[config.mk]
export PLATFORM = sky130hd
export DESIGN_NAME = adc_irq_and_input_select_regs
export DESIGN_NICKNAME = d
export VERILOG_FILES = /design/src/design/adc_irq_and_input_select_regs.v /design/src/design/input_select_decoder.v
export VERILOG_INCLUDE_DIRS = /design/src /design/src/design
export SDC_FILE = /design/constraint.sdc
export NUM_CORES = 1
export LEC_CHECK = 0
export BUFFER_PORTS_ARGS = -buffer_cell sky130_fd_sc_hd__buf_4
export CAP_MARGIN = 10
export CORE_UTILIZATION = 25
export DETAILED_ROUTE_END_ITERATION = 10
export PLACE_DENSITY = 0.47
export SYNTH_ARGS = -nofsm -noshare
export SYNTH_HDL_FRONTEND = slang
export SYNTH_HIERARCHICAL = 1
export SYNTH_SLANG_ARGS = --single-unit
[constraint.sdc]
create_clock -name clock -period 1.2 [get_ports clock]
set_input_delay 0.12 -clock clock [delete_from_list [all_inputs] [get_ports clock]]
set_output_delay 0.12 -clock clock [all_outputs]
set_load 0.02 [all_outputs]
[src/design/adc_regs_map.vh]
// Register offsets, field positions and reset values of the interrupt and input select registers
`ifndef ADC_REGS_MAP_VH
`define ADC_REGS_MAP_VH
`define ADDR_W 4
`define OFF_RESULT 4'h0
`define OFF_IRQ_CFG 4'h5
`define OFF_INPUT_SEL 4'h6
`define BIT_UNUSED 7
`define BIT_RESULT_PENDING 6
`define BIT_CHECKSUM_OK 5
`define BIT_NO_POR 4
`define BIT_PIN_MODULATOR 3
`define BIT_PIN_PUSH_PULL 2
`define BIT_FAST_CMD_EN 1
`define BIT_START_IRQ_EN 0
`define CTRL_MASK 8'h0f
`define RST_RESULT_PENDING 1'b1
`define RST_CHECKSUM_OK 1'b1
`define RST_NO_POR 1'b1
`define RST_CTRL 4'h3
`define RST_POS_SEL 4'h0
`define RST_NEG_SEL 4'h1
`define SEL_AGND 4'h8
`define SEL_AVDD 4'h9
`define SEL_RESERVED 4'ha
`define SEL_VCM 4'hf
`endif

[src/design/adc_irq_and_input_select_regs.v]
// Interrupt status, pin configuration and analog input select registers
// Operation
// - The interrupt register is 8 bits: top bit reads zero, three read-only flags, four writable control bits.
// - Bit 6 reads 1 while the result is stale since the last read or reset and 0 once a new result is ready.
// - Bit 5 reads 1 while no configuration checksum error exists and 0 once one has occurred.
// - Bit 4 resets to 1 and reads 0 when a power-on event occurred since the flag was last read.
// - With bit 3 clear all interrupts go to the shared pin; with it set the pin carries the bitstream plus few interrupts.
// - Bit 2 set drives the inactive pin level high; clear, the default, leaves it floating for a pull-up.
// - Bit 1, set after reset, lets fast commands through; clear rejects them.
// - Bit 0, set after reset, raises an interrupt at each conversion start; clear suppresses it.
// - With bit 3 set the modulator codes also appear through the conversion result register.
// - The input select register at 0x6 holds positive select in bits 7-4 and negative in 3-0, reset to 0 and 1.
// - Selector codes 0-7 pick channels, 8 ground, 9 supply, 10 reserved, higher ones references, diodes and 15 mid-supply.
`timescale 1ns/100ps
`default_nettype none
`include "adc_regs_map.vh"
module adc_irq_and_input_select_regs #(
  parameter SEL_W = 4
) (
  // Clock and reset
  input wire clock,
  input wire arst_n,
  // Register port from the serial command decoder
  input wire [`ADDR_W-1:0] reg_addr,
  input wire [7:0] reg_wdata,
  input wire reg_write,
  input wire reg_read,
  output reg [7:0] reg_rdata,
  output reg reg_rdata_valid,
  // Events from conversion, checksum and power-on logic
  input wire new_result,
  input wire conv_start,
  input wire checksum_error,
  input wire por_event,
  input wire modulator_bitstream,
  // Fast command gate
  input wire fast_cmd_req,
  output reg fast_cmd_accept,
  output reg fast_command_enable,
  // Shared interrupt / bitstream pin
  output reg irq_pin_out,
  output reg irq_pin_oe_n,
  // Result register source select
  output reg result_shows_modulator,
  // Analog multiplexer selects
  output reg [SEL_W-1:0] positive_input_selector,
  output reg [SEL_W-1:0] negative_input_selector,
  output wire [(1<<SEL_W)-1:0] positive_select_onehot,
  output wire [(1<<SEL_W)-1:0] negative_select_onehot,
  output wire positive_code_reserved,
  output wire negative_code_reserved
);
  reg result_pending_flag;
  reg config_checksum_error_flag;
  reg no_por_flag;
  reg [3:0] ctrl;
  reg start_irq;
  wire wr_irq;
  wire wr_sel;
  wire rd_irq;
  wire rd_result;
  wire [7:0] irq_value;
  wire all_irq;
  wire few_irq;
  wire pin_active;
  wire data_ready_irq;
  wire checksum_irq;
  wire por_irq;
  reg [7:0] next_rdata;
  reg next_pin_out;
  reg next_pin_oe_n;

  // Access decode
  assign wr_irq = reg_write && (reg_addr == `OFF_IRQ_CFG);
  assign wr_sel = reg_write && (reg_addr == `OFF_INPUT_SEL);
  assign rd_irq = reg_read && (reg_addr == `OFF_IRQ_CFG);
  assign rd_result = reg_read && (reg_addr == `OFF_RESULT);

  // Interrupt register image, top bit held at zero
  assign irq_value = {1'b0, result_pending_flag, config_checksum_error_flag, no_por_flag, ctrl};

  // Status flags; a new event in the same cycle as the read wins
  always @(posedge clock or negedge arst_n) begin
    if (!arst_n) begin
      result_pending_flag <= `RST_RESULT_PENDING;
      config_checksum_error_flag <= `RST_CHECKSUM_OK;
      no_por_flag <= `RST_NO_POR;
    end else begin
      if (new_result) begin
        result_pending_flag <= 1'b0;
      end else if (rd_result) begin
        result_pending_flag <= 1'b1;
      end
      if (checksum_error) begin
        config_checksum_error_flag <= 1'b0;
      end
      if (por_event) begin
        no_por_flag <= 1'b0;
      end else if (rd_irq) begin
        no_por_flag <= 1'b1;
      end
    end
  end

  // Writable control bits and input selectors
  always @(posedge clock or negedge arst_n) begin
    if (!arst_n) begin
      ctrl <= `RST_CTRL;
      positive_input_selector <= `RST_POS_SEL;
      negative_input_selector <= `RST_NEG_SEL;
    end else begin
      if (wr_irq) begin
        ctrl <= reg_wdata[3:0];
      end
      if (wr_sel) begin
        positive_input_selector <= reg_wdata[7:4];
        negative_input_selector <= reg_wdata[3:0];
      end
    end
  end

  // Read data mux, unmapped offsets and the result offset answer zero
  always @* begin
    next_rdata = 8'h00;
    case (reg_addr)
      `OFF_IRQ_CFG: begin
        next_rdata = irq_value;
      end
      `OFF_INPUT_SEL: begin
        next_rdata = {positive_input_selector, negative_input_selector};
      end
      default: begin
        next_rdata = 8'h00;
      end
    endcase
  end

  // Read data register, held until the next read
  always @(posedge clock or negedge arst_n) begin
    if (!arst_n) begin
      reg_rdata <= 8'h00;
      reg_rdata_valid <= 1'b0;
    end else begin
      reg_rdata_valid <= reg_read;
      if (reg_read) begin
        reg_rdata <= next_rdata;
      end
    end
  end

  // Interrupt sources, all active high here; the pin itself is active low
  assign data_ready_irq = !result_pending_flag;
  assign checksum_irq = !config_checksum_error_flag;
  assign por_irq = !no_por_flag;
  assign all_irq = data_ready_irq || start_irq || checksum_irq || por_irq;
  assign few_irq = checksum_irq || por_irq;
  assign pin_active = ctrl[`BIT_PIN_MODULATOR] ? few_irq : all_irq;

  // Conversion start pulse, gated by its enable
  always @(posedge clock or negedge arst_n) begin
    if (!arst_n) begin
      start_irq <= 1'b0;
    end else begin
      start_irq <= conv_start && ctrl[`BIT_START_IRQ_EN];
    end
  end

  // Next pin level: an active interrupt pulls low, else bitstream or the inactive level
  always @* begin
    next_pin_out = 1'b1;
    next_pin_oe_n = 1'b1;
    if (pin_active) begin
      next_pin_out = 1'b0;
      next_pin_oe_n = 1'b0;
    end else if (ctrl[`BIT_PIN_MODULATOR]) begin
      next_pin_out = modulator_bitstream;
      next_pin_oe_n = 1'b0;
    end else begin
      next_pin_out = 1'b1;
      next_pin_oe_n = !ctrl[`BIT_PIN_PUSH_PULL];
    end
  end

  // Shared pin drive and mode outputs, registered so the pin never glitches
  always @(posedge clock or negedge arst_n) begin
    if (!arst_n) begin
      irq_pin_out <= 1'b1;
      irq_pin_oe_n <= 1'b1;
      fast_command_enable <= 1'b1;
      fast_cmd_accept <= 1'b0;
      result_shows_modulator <= 1'b0;
    end else begin
      irq_pin_out <= next_pin_out;
      irq_pin_oe_n <= next_pin_oe_n;
      fast_command_enable <= ctrl[`BIT_FAST_CMD_EN];
      fast_cmd_accept <= fast_cmd_req && ctrl[`BIT_FAST_CMD_EN];
      result_shows_modulator <= ctrl[`BIT_PIN_MODULATOR];
    end
  end

  // Selector decoders for both multiplexer inputs
  input_select_decoder #(
    .CODE_W(SEL_W)
  ) u_pos_dec (
    .clock(clock),
    .arst_n(arst_n),
    .code(positive_input_selector),
    .select_onehot(positive_select_onehot),
    .code_reserved(positive_code_reserved),
    .select_is_channel()
  );

  input_select_decoder #(
    .CODE_W(SEL_W)
  ) u_neg_dec (
    .clock(clock),
    .arst_n(arst_n),
    .code(negative_input_selector),
    .select_onehot(negative_select_onehot),
    .code_reserved(negative_code_reserved),
    .select_is_channel()
  );
endmodule
`default_nettype wire

[src/design/input_select_decoder.v]
// One analog multiplexer selector: 4-bit code to registered one-hot select
`timescale 1ns/100ps
`default_nettype none
`include "adc_regs_map.vh"
module input_select_decoder #(
  parameter CODE_W = 4
) (
  // Clock and reset
  input wire clock,
  input wire arst_n,
  // Selector code
  input wire [CODE_W-1:0] code,
  // Decoded select
  output reg [(1<<CODE_W)-1:0] select_onehot,
  output reg code_reserved,
  output reg select_is_channel
);
  // Register the one-hot decode so the analog switches see clean levels
  always @(posedge clock or negedge arst_n) begin
    if (!arst_n) begin
      select_onehot <= {(1<<CODE_W){1'b0}};
      code_reserved <= 1'b0;
      select_is_channel <= 1'b0;
    end else begin
      select_onehot <= {{((1<<CODE_W)-1){1'b0}}, 1'b1} << code;
      code_reserved <= (code == `SEL_RESERVED);
      select_is_channel <= (code < `SEL_AGND);
    end
  end
endmodule
`default_nettype wire

==> results.sh, run 1 <==
export IMPL_cts_root_buf="clkbuf_8"
export IMPL_p_leak_nw=1.835
export IMPL_ys_warn_count=6
export IMPL_vias=1707
export IMPL_cp_slowest_stage_delay_ns=0.64
export IMPL_fp_dieW_um=103.5
export IMPL_cp_required_ns=1.08
export IMPL_hold_viol=0
export IMPL_ant_nets=0
export IMPL_grt_use_total=0.1226
export IMPL_cp_slowest_cell="dfstp_4"
export IMPL_r2r_end="u_neg_dec/select_onehot[10]"
export IMPL_setup_ws_ns=-0.006864
export IMPL_grt_max_degree=31
export IMPL_io_pins=78
export IMPL_core_area_mm2=0.009864
export IMPL_syn_inst=156
export IMPL_setup_viol=1
export IMPL_startpoint_type="flip-flop"
export IMPL_r2r_start="negative_input_selector[0]"
export IMPL_firstDrtPassIters=4
export IMPL_min_path_type="primary input to flip-flop"
export IMPL_cp_max_fo=2
export IMPL_vdd_ir_drop_max_mv=0.4077
export IMPL_fmax_mhz=828.6
export IMPL_rows=36
export IMPL_syn_nets=178
export IMPL_relSlewSlack=0.7742
export IMPL_hold_end="positive_input_selector[1]"
export IMPL_area_growth_pct=45.24
export IMPL_synth_area_mm2=0.002577
export IMPL_layout_min_cycle_time_ns=1.207
export IMPL_vias_per_cell=4.204
export IMPL_clock_path_buffers=2
export IMPL_status="finished with violations"
export IMPL_wl_per_cell_um=14.58
export IMPL_drive_gt1_frac=0.6484
export IMPL_die_area_mm2=0.01072
export IMPL_clk_latency_ns=0.33
export IMPL_place_area_mm2=0.003362
export IMPL_finClkSkew_ns=0.009377
export IMPL_first_global_vias=1825
export IMPL_worstPathArrival_ns=1.09
export IMPL_fin_util=0.3795
export IMPL_design_area_mm2=0.003744
export IMPL_critPathTopFamily="flip-flops"
export IMPL_drcViolationCount=0
export IMPL_tns_ns=-0.006864
export IMPL_final_common_cell="buf_4"
export IMPL_place_congestion=0.6770
export IMPL_syn_avg_cell_area_um2=16.52
export IMPL_fill_cells=987
export IMPL_overflow=0
export IMPL_drt_initial_drc_count=74
export IMPL_io_buffers=77
export IMPL_min_path_cells=2
export IMPL_power_density_mw_per_mm2=1591
export IMPL_cts_htree_levels=3
export IMPL_cts_sinks=64
export IMPL_crit_buf_inv=1
export IMPL_path_cells="buf_6"
export IMPL_place_ws_ns=0.05695
export IMPL_finalCritPeriodShare=1.006
export IMPL_tightest_slew_ns=0.3386
export IMPL_final_nets=290
export IMPL_grt_pass1_wl_um=9977
export IMPL_drv_slew=0
export IMPL_crit_type="flip-flop to output port"
export IMPL_violations="negative setup slack"
export IMPL_start_util=0.2613
export IMPL_die_h_um=103.5
export IMPL_min_from="reg_wdata[5]"
export IMPL_final_cell_mix="buf_4 (94), dfrtp_1 (53), mux2_2 (11)"
export IMPL_grt_antenna_before_repair=0
export IMPL_cp_end_kind="output port"
export IMPL_place_hpwl_um=3862
export IMPL_cts_tree="done"
export IMPL_wl_um=5918
export IMPL_drv_cap=0
export IMPL_rsz0062_at_grt="yes"
export IMPL_rrSetupSlack_ns=0.04
export IMPL_reg2reg_depth=2
export IMPL_antenna_cells=0
export IMPL_path_clk_slew_ns=0.07
export IMPL_hold_ws_ns=0.02091
export IMPL_cts_buffers=9
-- registers in the layout (all words and copies together) (netlist names) --
register and count:
irq_pin_out 1, u_pos_dec/select_onehot 16, positive_input_selector 4, result_pending_flag 1
u_neg_dec/code_reserved 1, reg_rdata_valid 1, u_neg_dec/select_onehot 16, config_checksum_error_flag 1
fast_command_enable 1, u_pos_dec/code_reserved 1, reg_rdata 8, no_por_flag 1
result_shows_modulator 1, fast_cmd_accept 1, ctrl 4, irq_pin_oe_n 1
negative_input_selector 4, start_irq 1
-- report_power, final --
| part | switching [mW] | leakage (nW) | internal, mW | total, mW |
|---|---|---|---|---|
| clock | 0.757 | 0.0817 | 0.808 | 1.57 |
| sequential | 0.171 | 0.829 | 2.45 | 2.62 |
| combinational | 0.866 | 0.924 | 0.901 | 1.77 |
| total | 1.80 | 1.83 | 4.16 | 5.96 |
-- through the flow --
stage,total power [mW],std cells
after floorplan,3.531,156
after global placement,4.220,367
after detailed placement,4.236,367
after CTS,6.027,402
after global routing,6.312,406
final,5.957,406
-- repair_timing --
item	CTS	global route
hold endpoints to repair	31	0
buffers inserted	10	4
gates resized for setup	7	1
hold buffers	9	0
setup endpoints to repair	7	13
-- worst max path at each step --
| stage | end | from | cells past startpoint | slack (ns) |
|---|---|---|---|---|
| 6_report | negative_input_selector[0] | negative_input_selector[0] | 1 | -0.007 |
| 5_1_grt | negative_input_selector[0] | negative_input_selector[0] | 1 | -0.04 |
| 4_1_cts | negative_input_selector[0] | negative_input_selector[0] | 1 | -0.03 |
| 3_5_place_dp | u_pos_dec/select_onehot[6] | positive_input_selector[3] | 1 | 0.06 |
| 3_3_place_gp | u_pos_dec/select_onehot[5] | positive_input_selector[3] | 1 | 0.07 |
| 2_1_floorplan | u_neg_dec/select_onehot[5] | negative_input_selector[0] | 2 | 0.11 |
-- layer usage --
metal / wire [µm] / global-route usage / vias up
li1: - / - / 808
met1: 2743 / 0.1650 / 847
met2: 2877 / 0.1841 / 43
met3: 177 / 0.02643 / 9
met4: 120 / 0.06522 / 0
met5: 0 / 0 / -
-- area by class of cell --
| type | instances | area (µm²) | share of cell area |
|---|---|---|---|
| Clock buffer | 15 | 156.4 | 0.04178 |
| Clock inverter | 1 | 5.005 | 0.001337 |
| Inverter | 1 | 3.754 | 0.001003 |
| Multi-Input combinational cell | 82 | 888.4 | 0.2373 |
| Sequential cell | 64 | 1619 | 0.4325 |
| Tap cell | 133 | 166.4 | 0.04445 |
| Timing Repair Buffer | 110 | 904.6 | 0.2416 |
(Power assumes the default switching activity.)
==> inputs of run 2 (changes only) <==
--- a/config.mk
+++ b/config.mk
@@ -13,5 +13,4 @@
 export PLACE_DENSITY = 0.47
 export SYNTH_ARGS = -nofsm -noshare
 export SYNTH_HDL_FRONTEND = slang
-export SYNTH_HIERARCHICAL = 1
 export SYNTH_SLANG_ARGS = --single-unit
==> run 2 against run 1 <==
  * The flow finishes with violations (design-rule violations)
  * Synthesized cell count up 7.7%
  * Final cell count down 7.9%
  * Worst hold slack worse by 0.0034 ns
==> results.sh, run 2 <==
export IMPL_fill_cells=866
export IMPL_critPathTopFamily="flip-flops"
export IMPL_grt_pass1_wl_um=9073
export IMPL_synthTopCellsByCount="dfrtp_1 (55), nor2_1 (20), nor3_1 (14), mux2_1 (12)"
export IMPL_wl_um=5530
export IMPL_overflow=0
export IMPL_pwr_share_clk=0.296
export IMPL_worstPathArrival_ns=1.02
export IMPL_critical_path_depth=1
export IMPL_cp_required_ns=1.08
export IMPL_syn_avg_cell_area_um2=13.71
export IMPL_final_cell_mix="buf_4 (83), dfrtp_1 (48), nor2_1 (20)"
export IMPL_grt_antenna_before_repair=0
export IMPL_cp_max_fo=2
export IMPL_cts_tree="done"
export IMPL_layout_min_cycle_time_ns=1.137
export IMPL_drive_gt1_frac=0.4586
export IMPL_finClkSkew_ns=0.006737
export IMPL_power_density_mw_per_mm2=1680
export IMPL_fin_util=0.3748
export IMPL_swShare=0.3068
export IMPL_synth_area_top_cells="dfrtp_1 (60%), dfstp_2 (10%), mux2_1 (5.9%)"
export IMPL_cp_slowest_stage_delay_ns=0.55
export IMPL_power_mw=5.545
export IMPL_cp_slowest_cell="dfstp_2"
export IMPL_die_area_mm2=0.009602
export IMPL_violations="design-rule violations"
export IMPL_core_area_mm2=0.008806
export IMPL_drv_slew=0
export IMPL_p_leak_nw=1.628
export IMPL_dp_cells=348
export IMPL_drt_initial_drc_count=31
export IMPL_die_h_um=97.99
export IMPL_cts_root_buf="clkbuf_8"
export IMPL_ant_nets=0
export IMPL_ys_seq_area_frac=0.7002
export IMPL_p_comb_frac=0.211
export IMPL_setup_ws_ns=0.06276
export IMPL_clock_path_buffers=2
export IMPL_area_growth_pct=43.29
export IMPL_vias=1632
export IMPL_finalCritPeriodShare=0.9477
export IMPL_synth_edf_count=0
export IMPL_synth_top_cell_area_share=0.5975
export IMPL_relSlewSlack=0.7732
export IMPL_reg2reg_depth=3
export IMPL_place_hpwl_um=3812
export IMPL_min_path_cells=2
export IMPL_crit_buf_inv=1
export IMPL_switching_power_mw=1.701
export IMPL_synth_top_cell_by_area="dfrtp_1"
export IMPL_path_cells="buf_4"
export IMPL_cts_buffers=9
export IMPL_synth_area_mm2=0.002303
export IMPL_start_util=0.2616
export IMPL_hold_viol=0
export IMPL_power_internal_mw=3.844
export IMPL_ys_seq_elements=64
export IMPL_place_ws_ns=-0.09799
export IMPL_syn_nets=190
export IMPL_cts_htree_levels=3
export IMPL_io_pins=78
export IMPL_hold_end="positive_input_selector[2]"
export IMPL_grt_max_degree=29
export IMPL_setup_viol=0
export IMPL_rows=34
export IMPL_min_path_type="primary input to flip-flop"
export IMPL_first_global_vias=1663
export IMPL_ys_flop_type="dfrtp_1"
export IMPL_cp_end_kind="output port"
export IMPL_io_buffers=77
export IMPL_synth_most_common_cell="dfrtp_1"
export IMPL_top_regs="u_neg_dec.select_onehot: 16 flops, u_pos_dec.select_onehot: 16 flops, reg_rdata: 8 flops"
export IMPL_async_flop_share=1.000
export IMPL_seqPwrFrac=0.493
export IMPL_rrSetupSlack_ns=0.09
export IMPL_vias_per_cell=4.364
export IMPL_syn_inst=168
export IMPL_place_congestion=0.6481
export IMPL_drcViolationCount=8
export IMPL_antenna_cells=0
export IMPL_path_clk_slew_ns=0.07
export IMPL_vdd_ir_drop_max_mv=0.4612
export IMPL_wl_per_cell_um=14.79
export IMPL_r2r_end="u_neg_dec.select_onehot[4]"
export IMPL_r2r_start="negative_input_selector[0]"
export IMPL_cts_sinks=64
export IMPL_crit_type="flip-flop to output port"
export IMPL_final_common_cell="buf_4"
export IMPL_status="finished with violations"
export IMPL_final_nets=283
export IMPL_tightest_slew_ns=0.3403
export IMPL_firstDrtPassIters=7
export IMPL_yosysUniqueCellTypes=24
export IMPL_startpoint_type="flip-flop"
export IMPL_fp_dieW_um=97.99
export IMPL_fmax_mhz=879.3
export IMPL_rsz0062_at_grt="no"
export IMPL_ys_warn_count=0
export IMPL_instances_no_fill=374
export IMPL_min_from="reg_wdata[6]"
export IMPL_grt_use_total=0.1251
export IMPL_drv_cap=0
export IMPL_clk_latency_ns=0.33
[run 2: per-layer routing]
layer	track usage	share of wire	vias up
met1	0.1699	0.46	803
met2	0.1858	0.46	64
met4	0.06294	0.021	0
li1	-	-	756
met5	0	0	-
met3	0.03078	0.054	9
[run 2: kinds of logic (layout without fill, tap and decap cells)]
kind of cell | count (synthesis) | after routing | share of synthesized area
flops | 64 | 64 | 0.7002
compound gates | 11 | 11 | 0.04291
mux | 12 | 12 | 0.05866
simple gates | 69 | 69 | 0.1733
buf+inv | 12 | 110 | 0.02498
[run 2: per-stage QoR]
stage	hold WS, ns	instance area [µm²]	setup TNS [ns]
floorplan	-0.1756	2305	0
global placement	0.04658	3020	-0.5962
detailed placement	0.04877	3020	-0.7247
CTS	0.004471	3298	0
global route	0.01232	3301	0
finish	0.01750	3301	0
[run 2: repair_timing]
item	in CTS	in global routing
buffers inserted	1	0
endpoints found under the setup margin	8	1
gates resized for setup	7	1
hold endpoints to repair	31	0
hold buffers	9	0
[run 2: layout make-up]
cell class	instances	area, µm²	share of cell area
inverters	1	3.754	0.001137
clock inverters	1	5.005	0.001516
clock buffers	15	166.4	0.05042
well taps	108	135.1	0.04094
repair buffers	93	733.2	0.2221
multi-input cells	92	635.6	0.1926
flip-flops and latches	64	1622	0.4913
[run 2: power groups by stage]
stage / registers [mW] / clock network [mW] / logic (mW)
2_1_floorplan: 2.88 / 0 / 0.413
3_3_place_gp: 2.79 / 0 / 1.11
3_5_place_dp: 2.79 / 0 / 1.12
4_1_cts: 2.74 / 1.71 / 1.18
5_1_grt: 2.78 / 1.79 / 1.26
6_report: 2.74 / 1.64 / 1.17
[run 2: worst max path at each step]
stage | slack [ns] | end | from
6_report | 0.06 | negative_input_selector[0] | negative_input_selector[0]
5_1_grt | 0.01 | u_neg_dec.select_onehot[12] | negative_input_selector[0]
4_1_cts | 0.04 | negative_input_selector[0] | negative_input_selector[0]
3_5_place_dp | -0.1 | positive_input_selector[2] | reg_addr[3]
3_3_place_gp | -0.07 | negative_input_selector[1] | reg_addr[3]
2_1_floorplan | 0.09 | u_neg_dec.select_onehot[4] | negative_input_selector[0]
